--- config.mk ---
export PLATFORM = sky130hd
export DESIGN_NAME = uart_frame_modes
export DESIGN_NICKNAME = d
export VERILOG_FILES = /design/src/logic/uart_frame_pkg.sv /design/src/logic/rx_link_if.sv /design/src/logic/uart_frame_rx.sv /design/src/logic/uart_frame_modes.sv
export VERILOG_INCLUDE_DIRS = /design/src /design/src/logic
export SDC_FILE = /design/constraint.sdc
export NUM_CORES = 1
export LEC_CHECK = 0
export BUFFER_PORTS_ARGS = -buffer_cell sky130_fd_sc_hd__buf_2
export CAP_MARGIN = 10
export CORE_MARGIN = 2
export CORE_UTILIZATION = 63
export DETAILED_ROUTE_END_ITERATION = 10
export GPL_ROUTABILITY_DRIVEN = 0
export PLACE_DENSITY = 0.82
export SKIP_LAST_GASP = 1
export SYNTH_ARGS = -nofsm -noshare
export SYNTH_HDL_FRONTEND = slang
export SYNTH_SLANG_ARGS = --single-unit
--- constraint.sdc ---
create_clock -name clk_i -period 9 [get_ports clk_i]
set_clock_uncertainty 0.1 [all_clocks]
set_input_delay 0.45 -clock clk_i [delete_from_list [all_inputs] [get_ports clk_i]]
set_output_delay 0.45 -clock clk_i [all_outputs]
set_load 0.01 [all_outputs]
--- src/logic/uart_frame_regs.svh ---
// Register offsets, field positions, reset values and data bit counts of the UART framer
`ifndef UART_FRAME_REGS_SVH
`define UART_FRAME_REGS_SVH
`define OFS_MODE 6'h00
`define OFS_CTRL 6'h01
`define OFS_MODE2 6'h02
`define OFS_BUF 6'h03
`define OFS_BAUD 6'h04
`define MODE_SEL_LSB 0
`define MODE_WAKE_BIT 2
`define MODE_TX9_BIT 3
`define MODE_RXEN_BIT 4
`define MODE_OD_BIT 5
`define CTRL_PAR_BIT 0
`define CTRL_EVEN_BIT 1
`define CTRL_RX9_BIT 2
`define CTRL_FULL_BIT 3
`define CTRL_PERR_BIT 4
`define CTRL_FERR_BIT 5
`define CTRL_OVR_BIT 6
`define CTRL_BUSY_BIT 7
`define MODE2_STOP_BIT 0
`define MODE_IO 2'h0
`define MODE_UART7 2'h1
`define MODE_UART8 2'h2
`define MODE_UART9 2'h3
`define BAUD_DIV_RESET 16'h0438
`define BITS_UART7 4'h7
`define BITS_UART8 4'h8
`define BITS_UART9 4'h9
`endif

--- src/logic/uart_frame_pkg.sv ---
// Types shared by the UART framer and its receiver
`include "uart_frame_regs.svh"
package uart_frame_pkg;
   typedef enum logic [2:0] {ST_IDLE, ST_START, ST_DATA, ST_PARITY, ST_STOP} line_state_e;

   // Data bits per frame for a mode code
   function automatic logic [3:0] data_bits(input logic [1:0] mode);
      case (mode)
         `MODE_UART7: data_bits = `BITS_UART7;
         `MODE_UART8: data_bits = `BITS_UART8;
         default: data_bits = `BITS_UART9;
      endcase
   endfunction : data_bits
endpackage : uart_frame_pkg

--- src/logic/rx_link_if.sv ---
// Configuration and received frames passed between the framer and its receiver
interface rx_link_if;
   logic [15:0] div;
   logic [1:0] mode;
   logic parity_on;
   logic even;
   logic rx_en;
   logic done;
   logic [8:0] data;
   logic perr;
   logic ferr;
   modport core (output div, mode, parity_on, even, rx_en, input done, data, perr, ferr);
   modport rx (input div, mode, parity_on, even, rx_en, output done, data, perr, ferr);
endinterface : rx_link_if

--- src/logic/uart_frame_rx.sv ---
// Asynchronous frame receiver for the 7, 8 and 9 bit UART modes
`include "uart_frame_regs.svh"
module uart_frame_rx (
   input wire logic clk_i,
   input wire logic rst_i,
   input wire logic serial_in_pin_i,
   rx_link_if.rx link
);
   typedef struct packed {
      uart_frame_pkg::line_state_e st;
      logic [15:0] cnt;
      logic [3:0] idx;
      logic [8:0] sh;
      logic perr;
      logic done;
      logic ferr;
   } rx_s;

   rx_s q_ff;
   rx_s nxt_q;
   logic [3:0] nbits;
   logic bit_end;
   logic par_calc;

   assign nbits = uart_frame_pkg::data_bits(link.mode);
   assign bit_end = (q_ff.cnt == link.div - 16'h0001);
   // Parity expected on the bits gathered so far
   assign par_calc = link.even ? (^q_ff.sh) : ~(^q_ff.sh);

   // Receive sequencer, one sample in the middle of each bit
   always_comb begin
      nxt_q = q_ff;
      nxt_q.done = 1'b0;
      nxt_q.cnt = q_ff.cnt + 16'h0001;
      case (q_ff.st)
         uart_frame_pkg::ST_IDLE: begin
            nxt_q.cnt = 16'h0000;
            if (link.rx_en && link.mode != `MODE_IO && !serial_in_pin_i) begin
               nxt_q.st = uart_frame_pkg::ST_START;
            end
         end
         uart_frame_pkg::ST_START: begin
            if (q_ff.cnt == {1'b0, link.div[15:1]}) begin
               nxt_q.cnt = 16'h0000;
               nxt_q.idx = 4'h0;
               nxt_q.sh = 9'h000;
               // Glitch shorter than half a bit is dropped
               nxt_q.st = serial_in_pin_i ? uart_frame_pkg::ST_IDLE : uart_frame_pkg::ST_DATA;
            end
         end
         uart_frame_pkg::ST_DATA: begin
            if (bit_end) begin
               nxt_q.cnt = 16'h0000;
               nxt_q.sh[q_ff.idx] = serial_in_pin_i;
               nxt_q.idx = q_ff.idx + 4'h1;
               if (q_ff.idx == nbits - 4'h1) begin
                  // No parity in nine bit mode
                  if (link.parity_on && link.mode != `MODE_UART9) begin
                     nxt_q.st = uart_frame_pkg::ST_PARITY;
                  end else begin
                     nxt_q.st = uart_frame_pkg::ST_STOP;
                  end
               end
            end
         end
         uart_frame_pkg::ST_PARITY: begin
            if (bit_end) begin
               nxt_q.cnt = 16'h0000;
               nxt_q.perr = (serial_in_pin_i != par_calc);
               nxt_q.st = uart_frame_pkg::ST_STOP;
            end
         end
         uart_frame_pkg::ST_STOP: begin
            if (bit_end) begin
               // Only the first stop bit is checked; a second one reads as idle
               nxt_q.ferr = !serial_in_pin_i;
               nxt_q.done = 1'b1;
               nxt_q.st = uart_frame_pkg::ST_IDLE;
            end
         end
         default: nxt_q.st = uart_frame_pkg::ST_IDLE;
      endcase
      if (q_ff.st != uart_frame_pkg::ST_PARITY && q_ff.st != uart_frame_pkg::ST_STOP) begin
         if (q_ff.st == uart_frame_pkg::ST_START) begin
            nxt_q.perr = 1'b0;
         end
      end
      if (rst_i) begin
         nxt_q = '0;
      end
   end

   always_ff @(posedge clk_i) begin
      q_ff <= nxt_q;
   end

   // Results toward the framer
   assign link.done = q_ff.done;
   assign link.data = q_ff.sh;
   assign link.perr = q_ff.perr;
   assign link.ferr = q_ff.ferr;
endmodule : uart_frame_rx

--- src/logic/uart_frame_modes.sv ---
// UART framer top: Wishbone registers, transmitter and receiver hookup
// What this block does
// - Mode 01 gives seven data bits
// - Optional even or odd parity bit
// - Stop bit count from stop select
// - Mode 10 gives eight data bits
// - Mode 11 gives nine data bits
// - Nine bit mode carries no parity
// - Transmit ninth bit sent as MSB
// - Received ninth bit kept in control
// - Wake-up in mode 11 passes only ninth-bit-one frames
//
// Our own choices: the address map and the Wishbone register port.
`include "uart_frame_regs.svh"
module uart_frame_modes (
   input wire logic clk_i,
   input wire logic rst_i,
   input wire logic wb_cyc_i,
   input wire logic wb_stb_i,
   input wire logic wb_we_i,
   input wire logic [7:0] wb_adr_i,
   input wire logic [3:0] wb_sel_i,
   input wire logic [31:0] wb_dat_i,
   output logic [31:0] wb_dat_o,
   output logic wb_ack_o,
   input wire logic serial_in_pin_i,
   output logic serial_out_pin_o,
   output logic serial_out_pin_oe_o,
   output logic receive_interrupt_o,
   output logic transmit_interrupt_o
);
   typedef struct packed {
      logic [1:0] mode_sel;
      logic wake_en;
      logic tx_ninth_bit;
      logic rx_en;
      logic open_drain_select;
      logic parity_on;
      logic even;
      logic stop_length_select;
      logic [15:0] div;
      logic [7:0] rx_data;
      logic rx_ninth_bit;
      logic rx_full;
      logic perr;
      logic ferr;
      logic overrun;
      logic ack;
      logic [31:0] dat;
      uart_frame_pkg::line_state_e tx_st;
      logic [8:0] tx_sh;
      logic tx_par;
      logic [3:0] tx_idx;
      logic [15:0] baud;
      logic line;
      logic oe;
      logic pin;
      logic rx_evt;
      logic tx_evt;
   } core_s;

   core_s q_ff;
   core_s nxt_q;
   rx_link_if link ();
   logic req;
   logic wr;
   logic rd;
   logic [5:0] idx;
   logic [3:0] nbits;
   logic [8:0] mask;
   logic tick;
   logic keep_frame;
   logic [7:0] mode_rd;
   logic [7:0] ctrl_rd;

   uart_frame_rx u_rx (
      .clk_i(clk_i),
      .rst_i(rst_i),
      .serial_in_pin_i(serial_in_pin_i),
      .link(link)
   );

   // Configuration toward the receiver
   assign link.div = q_ff.div;
   assign link.mode = q_ff.mode_sel;
   assign link.parity_on = q_ff.parity_on;
   assign link.even = q_ff.even;
   assign link.rx_en = q_ff.rx_en;

   // Bus decode; one-cycle ack keeps every access at a fixed latency
   assign req = wb_cyc_i && wb_stb_i && !q_ff.ack;
   assign wr = req && wb_we_i;
   assign rd = req && !wb_we_i;
   assign idx = wb_adr_i[7:2];
   assign nbits = uart_frame_pkg::data_bits(q_ff.mode_sel);
   assign mask = 9'h1ff >> (4'h9 - nbits);
   assign tick = (q_ff.baud == q_ff.div - 16'h0001);
   assign keep_frame = !(q_ff.wake_en && q_ff.mode_sel == `MODE_UART9 && !link.data[8]);

   // Readback images of the mode and control registers
   always_comb begin
      mode_rd = 8'h00;
      mode_rd[`MODE_SEL_LSB +: 2] = q_ff.mode_sel;
      mode_rd[`MODE_WAKE_BIT] = q_ff.wake_en;
      mode_rd[`MODE_TX9_BIT] = q_ff.tx_ninth_bit;
      mode_rd[`MODE_RXEN_BIT] = q_ff.rx_en;
      mode_rd[`MODE_OD_BIT] = q_ff.open_drain_select;
      ctrl_rd = 8'h00;
      ctrl_rd[`CTRL_PAR_BIT] = q_ff.parity_on;
      ctrl_rd[`CTRL_EVEN_BIT] = q_ff.even;
      ctrl_rd[`CTRL_RX9_BIT] = q_ff.rx_ninth_bit;
      ctrl_rd[`CTRL_FULL_BIT] = q_ff.rx_full;
      ctrl_rd[`CTRL_PERR_BIT] = q_ff.perr;
      ctrl_rd[`CTRL_FERR_BIT] = q_ff.ferr;
      ctrl_rd[`CTRL_OVR_BIT] = q_ff.overrun;
      ctrl_rd[`CTRL_BUSY_BIT] = (q_ff.tx_st != uart_frame_pkg::ST_IDLE);
   end

   // Whole next state: bus, receive capture and transmit sequencer
   always_comb begin
      nxt_q = q_ff;
      nxt_q.ack = req;
      nxt_q.rx_evt = 1'b0;
      nxt_q.tx_evt = 1'b0;
      if (rd) begin
         case (idx)
            `OFS_MODE: nxt_q.dat = {24'h00_0000, mode_rd};
            `OFS_CTRL: nxt_q.dat = {24'h00_0000, ctrl_rd};
            `OFS_MODE2: nxt_q.dat = {31'h0000_0000, q_ff.stop_length_select};
            `OFS_BUF: nxt_q.dat = {24'h00_0000, q_ff.rx_data};
            `OFS_BAUD: nxt_q.dat = {16'h0000, q_ff.div};
            default: nxt_q.dat = 32'h0000_0000;
         endcase
         // Reading the buffer releases it; the overrun flag goes with it, parity and framing errors stay
         if (idx == `OFS_BUF) begin
            nxt_q.rx_full = 1'b0;
            nxt_q.overrun = 1'b0;
         end
      end
      if (wr && wb_sel_i[0]) begin
         case (idx)
            `OFS_MODE: begin
               nxt_q.mode_sel = wb_dat_i[`MODE_SEL_LSB +: 2];
               nxt_q.wake_en = wb_dat_i[`MODE_WAKE_BIT];
               // Ninth bit staged before buffer write
               nxt_q.tx_ninth_bit = wb_dat_i[`MODE_TX9_BIT];
               nxt_q.rx_en = wb_dat_i[`MODE_RXEN_BIT];
               nxt_q.open_drain_select = wb_dat_i[`MODE_OD_BIT];
            end
            `OFS_CTRL: begin
               nxt_q.parity_on = wb_dat_i[`CTRL_PAR_BIT];
               nxt_q.even = wb_dat_i[`CTRL_EVEN_BIT];
            end
            `OFS_MODE2: nxt_q.stop_length_select = wb_dat_i[`MODE2_STOP_BIT];
            `OFS_BAUD: nxt_q.div[7:0] = wb_dat_i[7:0];
            default: nxt_q.dat = q_ff.dat;
         endcase
      end
      if (wr && wb_sel_i[1] && idx == `OFS_BAUD) begin
         nxt_q.div[15:8] = wb_dat_i[15:8];
      end
      // Frame capture; a new frame wins over a same-cycle buffer read
      if (link.done && keep_frame) begin
         // Ninth bit to control, low byte to buffer
         nxt_q.rx_data = link.data[7:0];
         nxt_q.rx_ninth_bit = (q_ff.mode_sel == `MODE_UART9) ? link.data[8] : 1'b0;
         nxt_q.perr = link.perr;
         nxt_q.ferr = link.ferr;
         nxt_q.overrun = q_ff.rx_full;
         nxt_q.rx_full = 1'b1;
         nxt_q.rx_evt = 1'b1;
      end
      // Transmit sequencer, one bit per divisor period
      nxt_q.baud = (q_ff.tx_st == uart_frame_pkg::ST_IDLE || tick) ? 16'h0000 :
                   q_ff.baud + 16'h0001;
      case (q_ff.tx_st)
         uart_frame_pkg::ST_IDLE: begin
            nxt_q.line = 1'b1;
            // Buffer writes during a frame are dropped; poll busy first
            if (wr && wb_sel_i[0] && idx == `OFS_BUF && q_ff.mode_sel != `MODE_IO) begin
               // Ninth bit on top of the byte
               nxt_q.tx_sh = {q_ff.tx_ninth_bit, wb_dat_i[7:0]} & mask;
               nxt_q.tx_par = q_ff.even ? (^(wb_dat_i[7:0] & mask[7:0])) :
                              ~(^(wb_dat_i[7:0] & mask[7:0]));
               nxt_q.tx_idx = 4'h0;
               nxt_q.line = 1'b0;
               nxt_q.tx_st = uart_frame_pkg::ST_START;
            end
         end
         uart_frame_pkg::ST_START: begin
            if (tick) begin
               nxt_q.line = q_ff.tx_sh[0];
               nxt_q.tx_sh = {1'b0, q_ff.tx_sh[8:1]};
               nxt_q.tx_st = uart_frame_pkg::ST_DATA;
            end
         end
         uart_frame_pkg::ST_DATA: begin
            if (tick) begin
               nxt_q.tx_idx = q_ff.tx_idx + 4'h1;
               nxt_q.line = q_ff.tx_sh[0];
               nxt_q.tx_sh = {1'b0, q_ff.tx_sh[8:1]};
               if (q_ff.tx_idx == nbits - 4'h1) begin
                  nxt_q.tx_idx = 4'h0;
                  // Parity bit outside nine bit mode
                  if (q_ff.parity_on && q_ff.mode_sel != `MODE_UART9) begin
                     nxt_q.line = q_ff.tx_par;
                     nxt_q.tx_st = uart_frame_pkg::ST_PARITY;
                  end else begin
                     nxt_q.line = 1'b1;
                     nxt_q.tx_st = uart_frame_pkg::ST_STOP;
                  end
               end
            end
         end
         uart_frame_pkg::ST_PARITY: begin
            if (tick) begin
               nxt_q.line = 1'b1;
               nxt_q.tx_st = uart_frame_pkg::ST_STOP;
            end
         end
         uart_frame_pkg::ST_STOP: begin
            if (tick) begin
               nxt_q.tx_idx = q_ff.tx_idx + 4'h1;
               if (q_ff.tx_idx == {3'h0, q_ff.stop_length_select}) begin
                  nxt_q.tx_evt = 1'b1;
                  nxt_q.tx_st = uart_frame_pkg::ST_IDLE;
               end
            end
         end
         default: nxt_q.tx_st = uart_frame_pkg::ST_IDLE;
      endcase
      // Pin and enable share one select copy, so a mode switch never glitches low
      // Open-drain drives only low; the pull-up makes the high level
      nxt_q.oe = nxt_q.open_drain_select ? !nxt_q.line : 1'b1;
      nxt_q.pin = nxt_q.open_drain_select ? 1'b0 : nxt_q.line;
      if (rst_i) begin
         nxt_q = '0;
         nxt_q.div = `BAUD_DIV_RESET;
         nxt_q.line = 1'b1;
         nxt_q.oe = 1'b1;
         nxt_q.pin = 1'b1;
      end
   end

   always_ff @(posedge clk_i) begin
      q_ff <= nxt_q;
   end

   // Outputs straight from the state register
   assign wb_dat_o = q_ff.dat;
   assign wb_ack_o = q_ff.ack;
   // Open-drain option for shared return line
   assign serial_out_pin_o = q_ff.pin;
   assign serial_out_pin_oe_o = q_ff.oe;
   assign receive_interrupt_o = q_ff.rx_evt;
   assign transmit_interrupt_o = q_ff.tx_evt;
endmodule : uart_frame_modes

==> flow_summary.yaml <==
clock_network:
  clock-root-buffer: "clkbuf_16"
  cts.sinks: 128
  clock_latency_ns: 0.42
  h-tree-depth: 4
  ctsHoldBuffers: 0
  cts_tree: "built"
  clk_pin_slew_ns: 0.06
  cts_buffer_depth: 2
  ctsResizeCount: 0
  post_cts_buffers: 0
  cts-buffers-inserted: 17
logic_synthesis:
  yosysUniqueCellTypes: 71
  synth_async_sr_flop_share: 0
  syn_area_mm2: 0.00774
  synthCells: 958
  synth.top_cell.area_share: 0.331
  synth.avg_cell_area_um2: 8.08
  synth.ff_latch_count: 128
  synth_seq_area_share: 0.331
  yosysWarnings: 0
  synth_edf_count: 0
  ys.flop_type: "dfxtp_1"
  synth_area_leader_cell: "dfxtp_1"
  synthTopCellsByArea: "dfxtp_1 33%, xnor2_1 6.1%, nor2_1 6.1%, mux2i_1 5.4%, xor2_1 5.0%"
job:
  cap_viol_max_count: 0
drt:
  drtIter0Drc: 699
  wl_mm: 19.9
  remaining_drc_errors: 0
  dr.pass1.iters: 7
  via_per_inst: 6.16
  ant_nets: 0
  vias: 6857
  wl_per_cell_um: 17.8
global_routing:
  grt_usage: 0.304
  grt_pass1_wl_mm: 31.5
  grt_pass1_vias: 6244
  grt_max_degree: 78
  grt-ovfl-total: 0
  antenna_found_initial: 0
floorplanning:
  num_rows: 40
  start_util: 0.645
  die_w_um: 115
  core-area_mm2: 0.0120
  die-area_mm2: 0.0132
  die_y_um: 115
  io_pins: 87
power:
  power_density_mw_per_mm2: 164
  cellInternalPower_mw: 1.08
  fin_total_pwr_mw: 1.38
  ir_drop_mv: 0.133
  power_frac_seq: 0.417
  p_leak_nw: 3.23
  p_sw_mw: 0.301
  power.share.clock: 0.536
  switching_share: 0.218
  power_frac_comb: 0.046
critical_path:
  reg2reg_slack_ns: 4.45
  cp_max_fo: 13
  critPathLaunchType: "register"
  crit_arrival_ns: 4.81
  cp-end-kind: "register"
  cp_cell_sequence: "inv_1, ha_1, or4b_2, nor4_1, xnor2_1, o21ai_0, a211oi_1, nand4_1, nor4_1, a21o_1"
  critPathMostFrequentCell: "nor4_1"
  critPathKind: "reg -> reg"
  slowest_stage: "nor4_1"
  crit_required_ns: 9.26
  critical-path-max-stage-delay_ns: 0.82
cells_and_area:
  final-seq-area_mm2: 0.00256
  nets: 1018
  drive_gt1_frac: 0.116
  syn2layout_area_growth_pct: 8.45
  fillCellCount: 961
  design_area_mm2: 0.00840
  diodes: 0
  multi_input_area_mm2: 0.00464
timing:
  post-route-min-period_ns: 4.55
  holdWs_ns: 0.176
  fmax_ghz: 0.220
  slew_violations: 0
  hold_violations: 0
  setup_violations: 0
  rsz0062_at_grt: "false"
  fin_crit_sh: 0.505
  setup-tns-final_ns: 0
  fin_ws_ns: 4.45
  tightestPinTransition_ns: 0.982
  slew_headroom: 0.342
place:
  dpl-instance-area_mm2: 0.00777
  place_ws_ns: 4.60
  io_buffers: 50
  dp_hpwl_mm: 13.7
run_status:
  status: "finished clean"
hold_path:
  hold_path.class: "in -> reg"
==> state kept, by name, summed over array words and instances (netlist names) <==
name,count
link.rx_en,1
serial_out_pin_oe_o,1
u_rx.link.perr,1
link.parity_on,1
u_rx.link.data,9
ctrl_rd,5
link.div,16
wb_dat_o,16
transmit_interrupt_o,1
u_rx.link.done,1
link.mode,2
link.even,1
q_ff,43
u_rx.q_ff,23
wb_ack_o,1
receive_interrupt_o,1
serial_out_pin_o,1
mode_rd,3
u_rx.link.ferr,1
==> cell type report <==
cell class                      instances  area share
Clock buffer                           20      0.0520
Timing Repair Buffer                   55      0.0343
Clock inverter                         11      0.0225
Multi-Input combinational cell        725       0.552
Tap cell                              147      0.0219
Inverter                               27      0.0121
Sequential cell                       128       0.305
==> power by group through the flow <==
stage	clock network [mW]	logic [mW]	registers, mW
floorplan	0	0.0514	0.586
global placement	0	0.0615	0.588
detailed placement	0	0.0626	0.588
CTS	0.744	0.0633	0.576
global route	0.768	0.0704	0.577
finish	0.741	0.0642	0.576
==> synthesized netlist by cell type, types with 4 or more instances <==
library cell / count
dfxtp_1: 128
nor2_1: 125
nand2_1: 77
xnor2_1: 54
clkbuf_1: 48
xor2_1: 44
mux2i_1: 42
nand3_1: 40
a21oi_1: 37
buf_4: 33
nor3_1: 30
inv_1: 27
o21ai_0: 27
nand4_1: 16
ha_1: 14
nor4_1: 14
a31oi_1: 12
and3_1: 12
nor2b_1: 12
o211ai_1: 12
a211oi_1: 11
or3_1: 11
a22oi_1: 9
a21o_1: 8
a22o_1: 8
mux2_2: 8
or4_1: 7
and2_1: 6
buf_1: 6
nand2b_1: 6
or2_2: 5
nor4b_1: 4
o21a_1: 4
==> per-stage QoR <==
stage	utilization	instances
after floorplan	-	973
after global placement	0.647	1082
after CTS	0.699	1113
after global routing	0.699	1113
final	0.699	1113
after detailed placement	0.647	1082
==> worst paths after layout <==
path,start,endpoint,cells after the start
max,link.div[0],u_rx.link.data[4],10
min,wb_dat_i[14],link.div[14],3
max reg2reg,link.div[0],u_rx.link.data[4],10
min reg2reg,wb_dat_o[12],wb_dat_o[12],2
==> cell usage in the layout, fill, tap and decap left out, types with 14 or more instances in the layout <==
| cell type | count |
|---|---|
| a21oi_1 | 37 |
| buf_2 | 50 |
| clkbuf_16 | 17 |
| conb_1 | 16 |
| dfxtp_1 | 128 |
| ha_1 | 14 |
| inv_1 | 27 |
| mux2i_1 | 42 |
| nand2_1 | 77 |
| nand3_1 | 40 |
| nand4_1 | 16 |
| nor2_1 | 125 |
| nor3_1 | 30 |
| nor4_1 | 14 |
| o21ai_0 | 27 |
| xnor2_1 | 54 |
| xor2_1 | 44 |
==> worst max-delay path, delay by kind of cell, from the launching register on <==
family                   cells  cell delay, ns
flip-flops                   1            0.42
XOR/XNOR                     1            0.22
AND/OR/NAND/NOR              4            2.68
AO/OA/AOI/OAI                3            0.56
buffers and inverters        1            0.10
adder cells (fa/ha/maj)      1            0.38
==> kinds of logic (layout without fill, tap and decap cells) <==
family,Yosys count,after routing,share of synthesized area
xor gates and xnor gates,100,100,0.116
and+or+nand+nor,386,386,0.247
adders and majority gates,14,14,0.0226
buffers and inverters,120,113,0.0775
AOI/OAI and AO/OA,159,159,0.140
other,1,16,0.000484
DFF,128,128,0.331
muxes,50,50,0.0659
==> layer usage <==
layer,GRT usage,up-vias,share of wire
li1,-,3307,-
met1,0.398,3211,0.44
met2,0.475,290,0.45
met3,0.0754,49,0.080
met4,0.134,0,0.033
met5,0,-,0
Note: power is estimated with default switching activity, not from simulation.
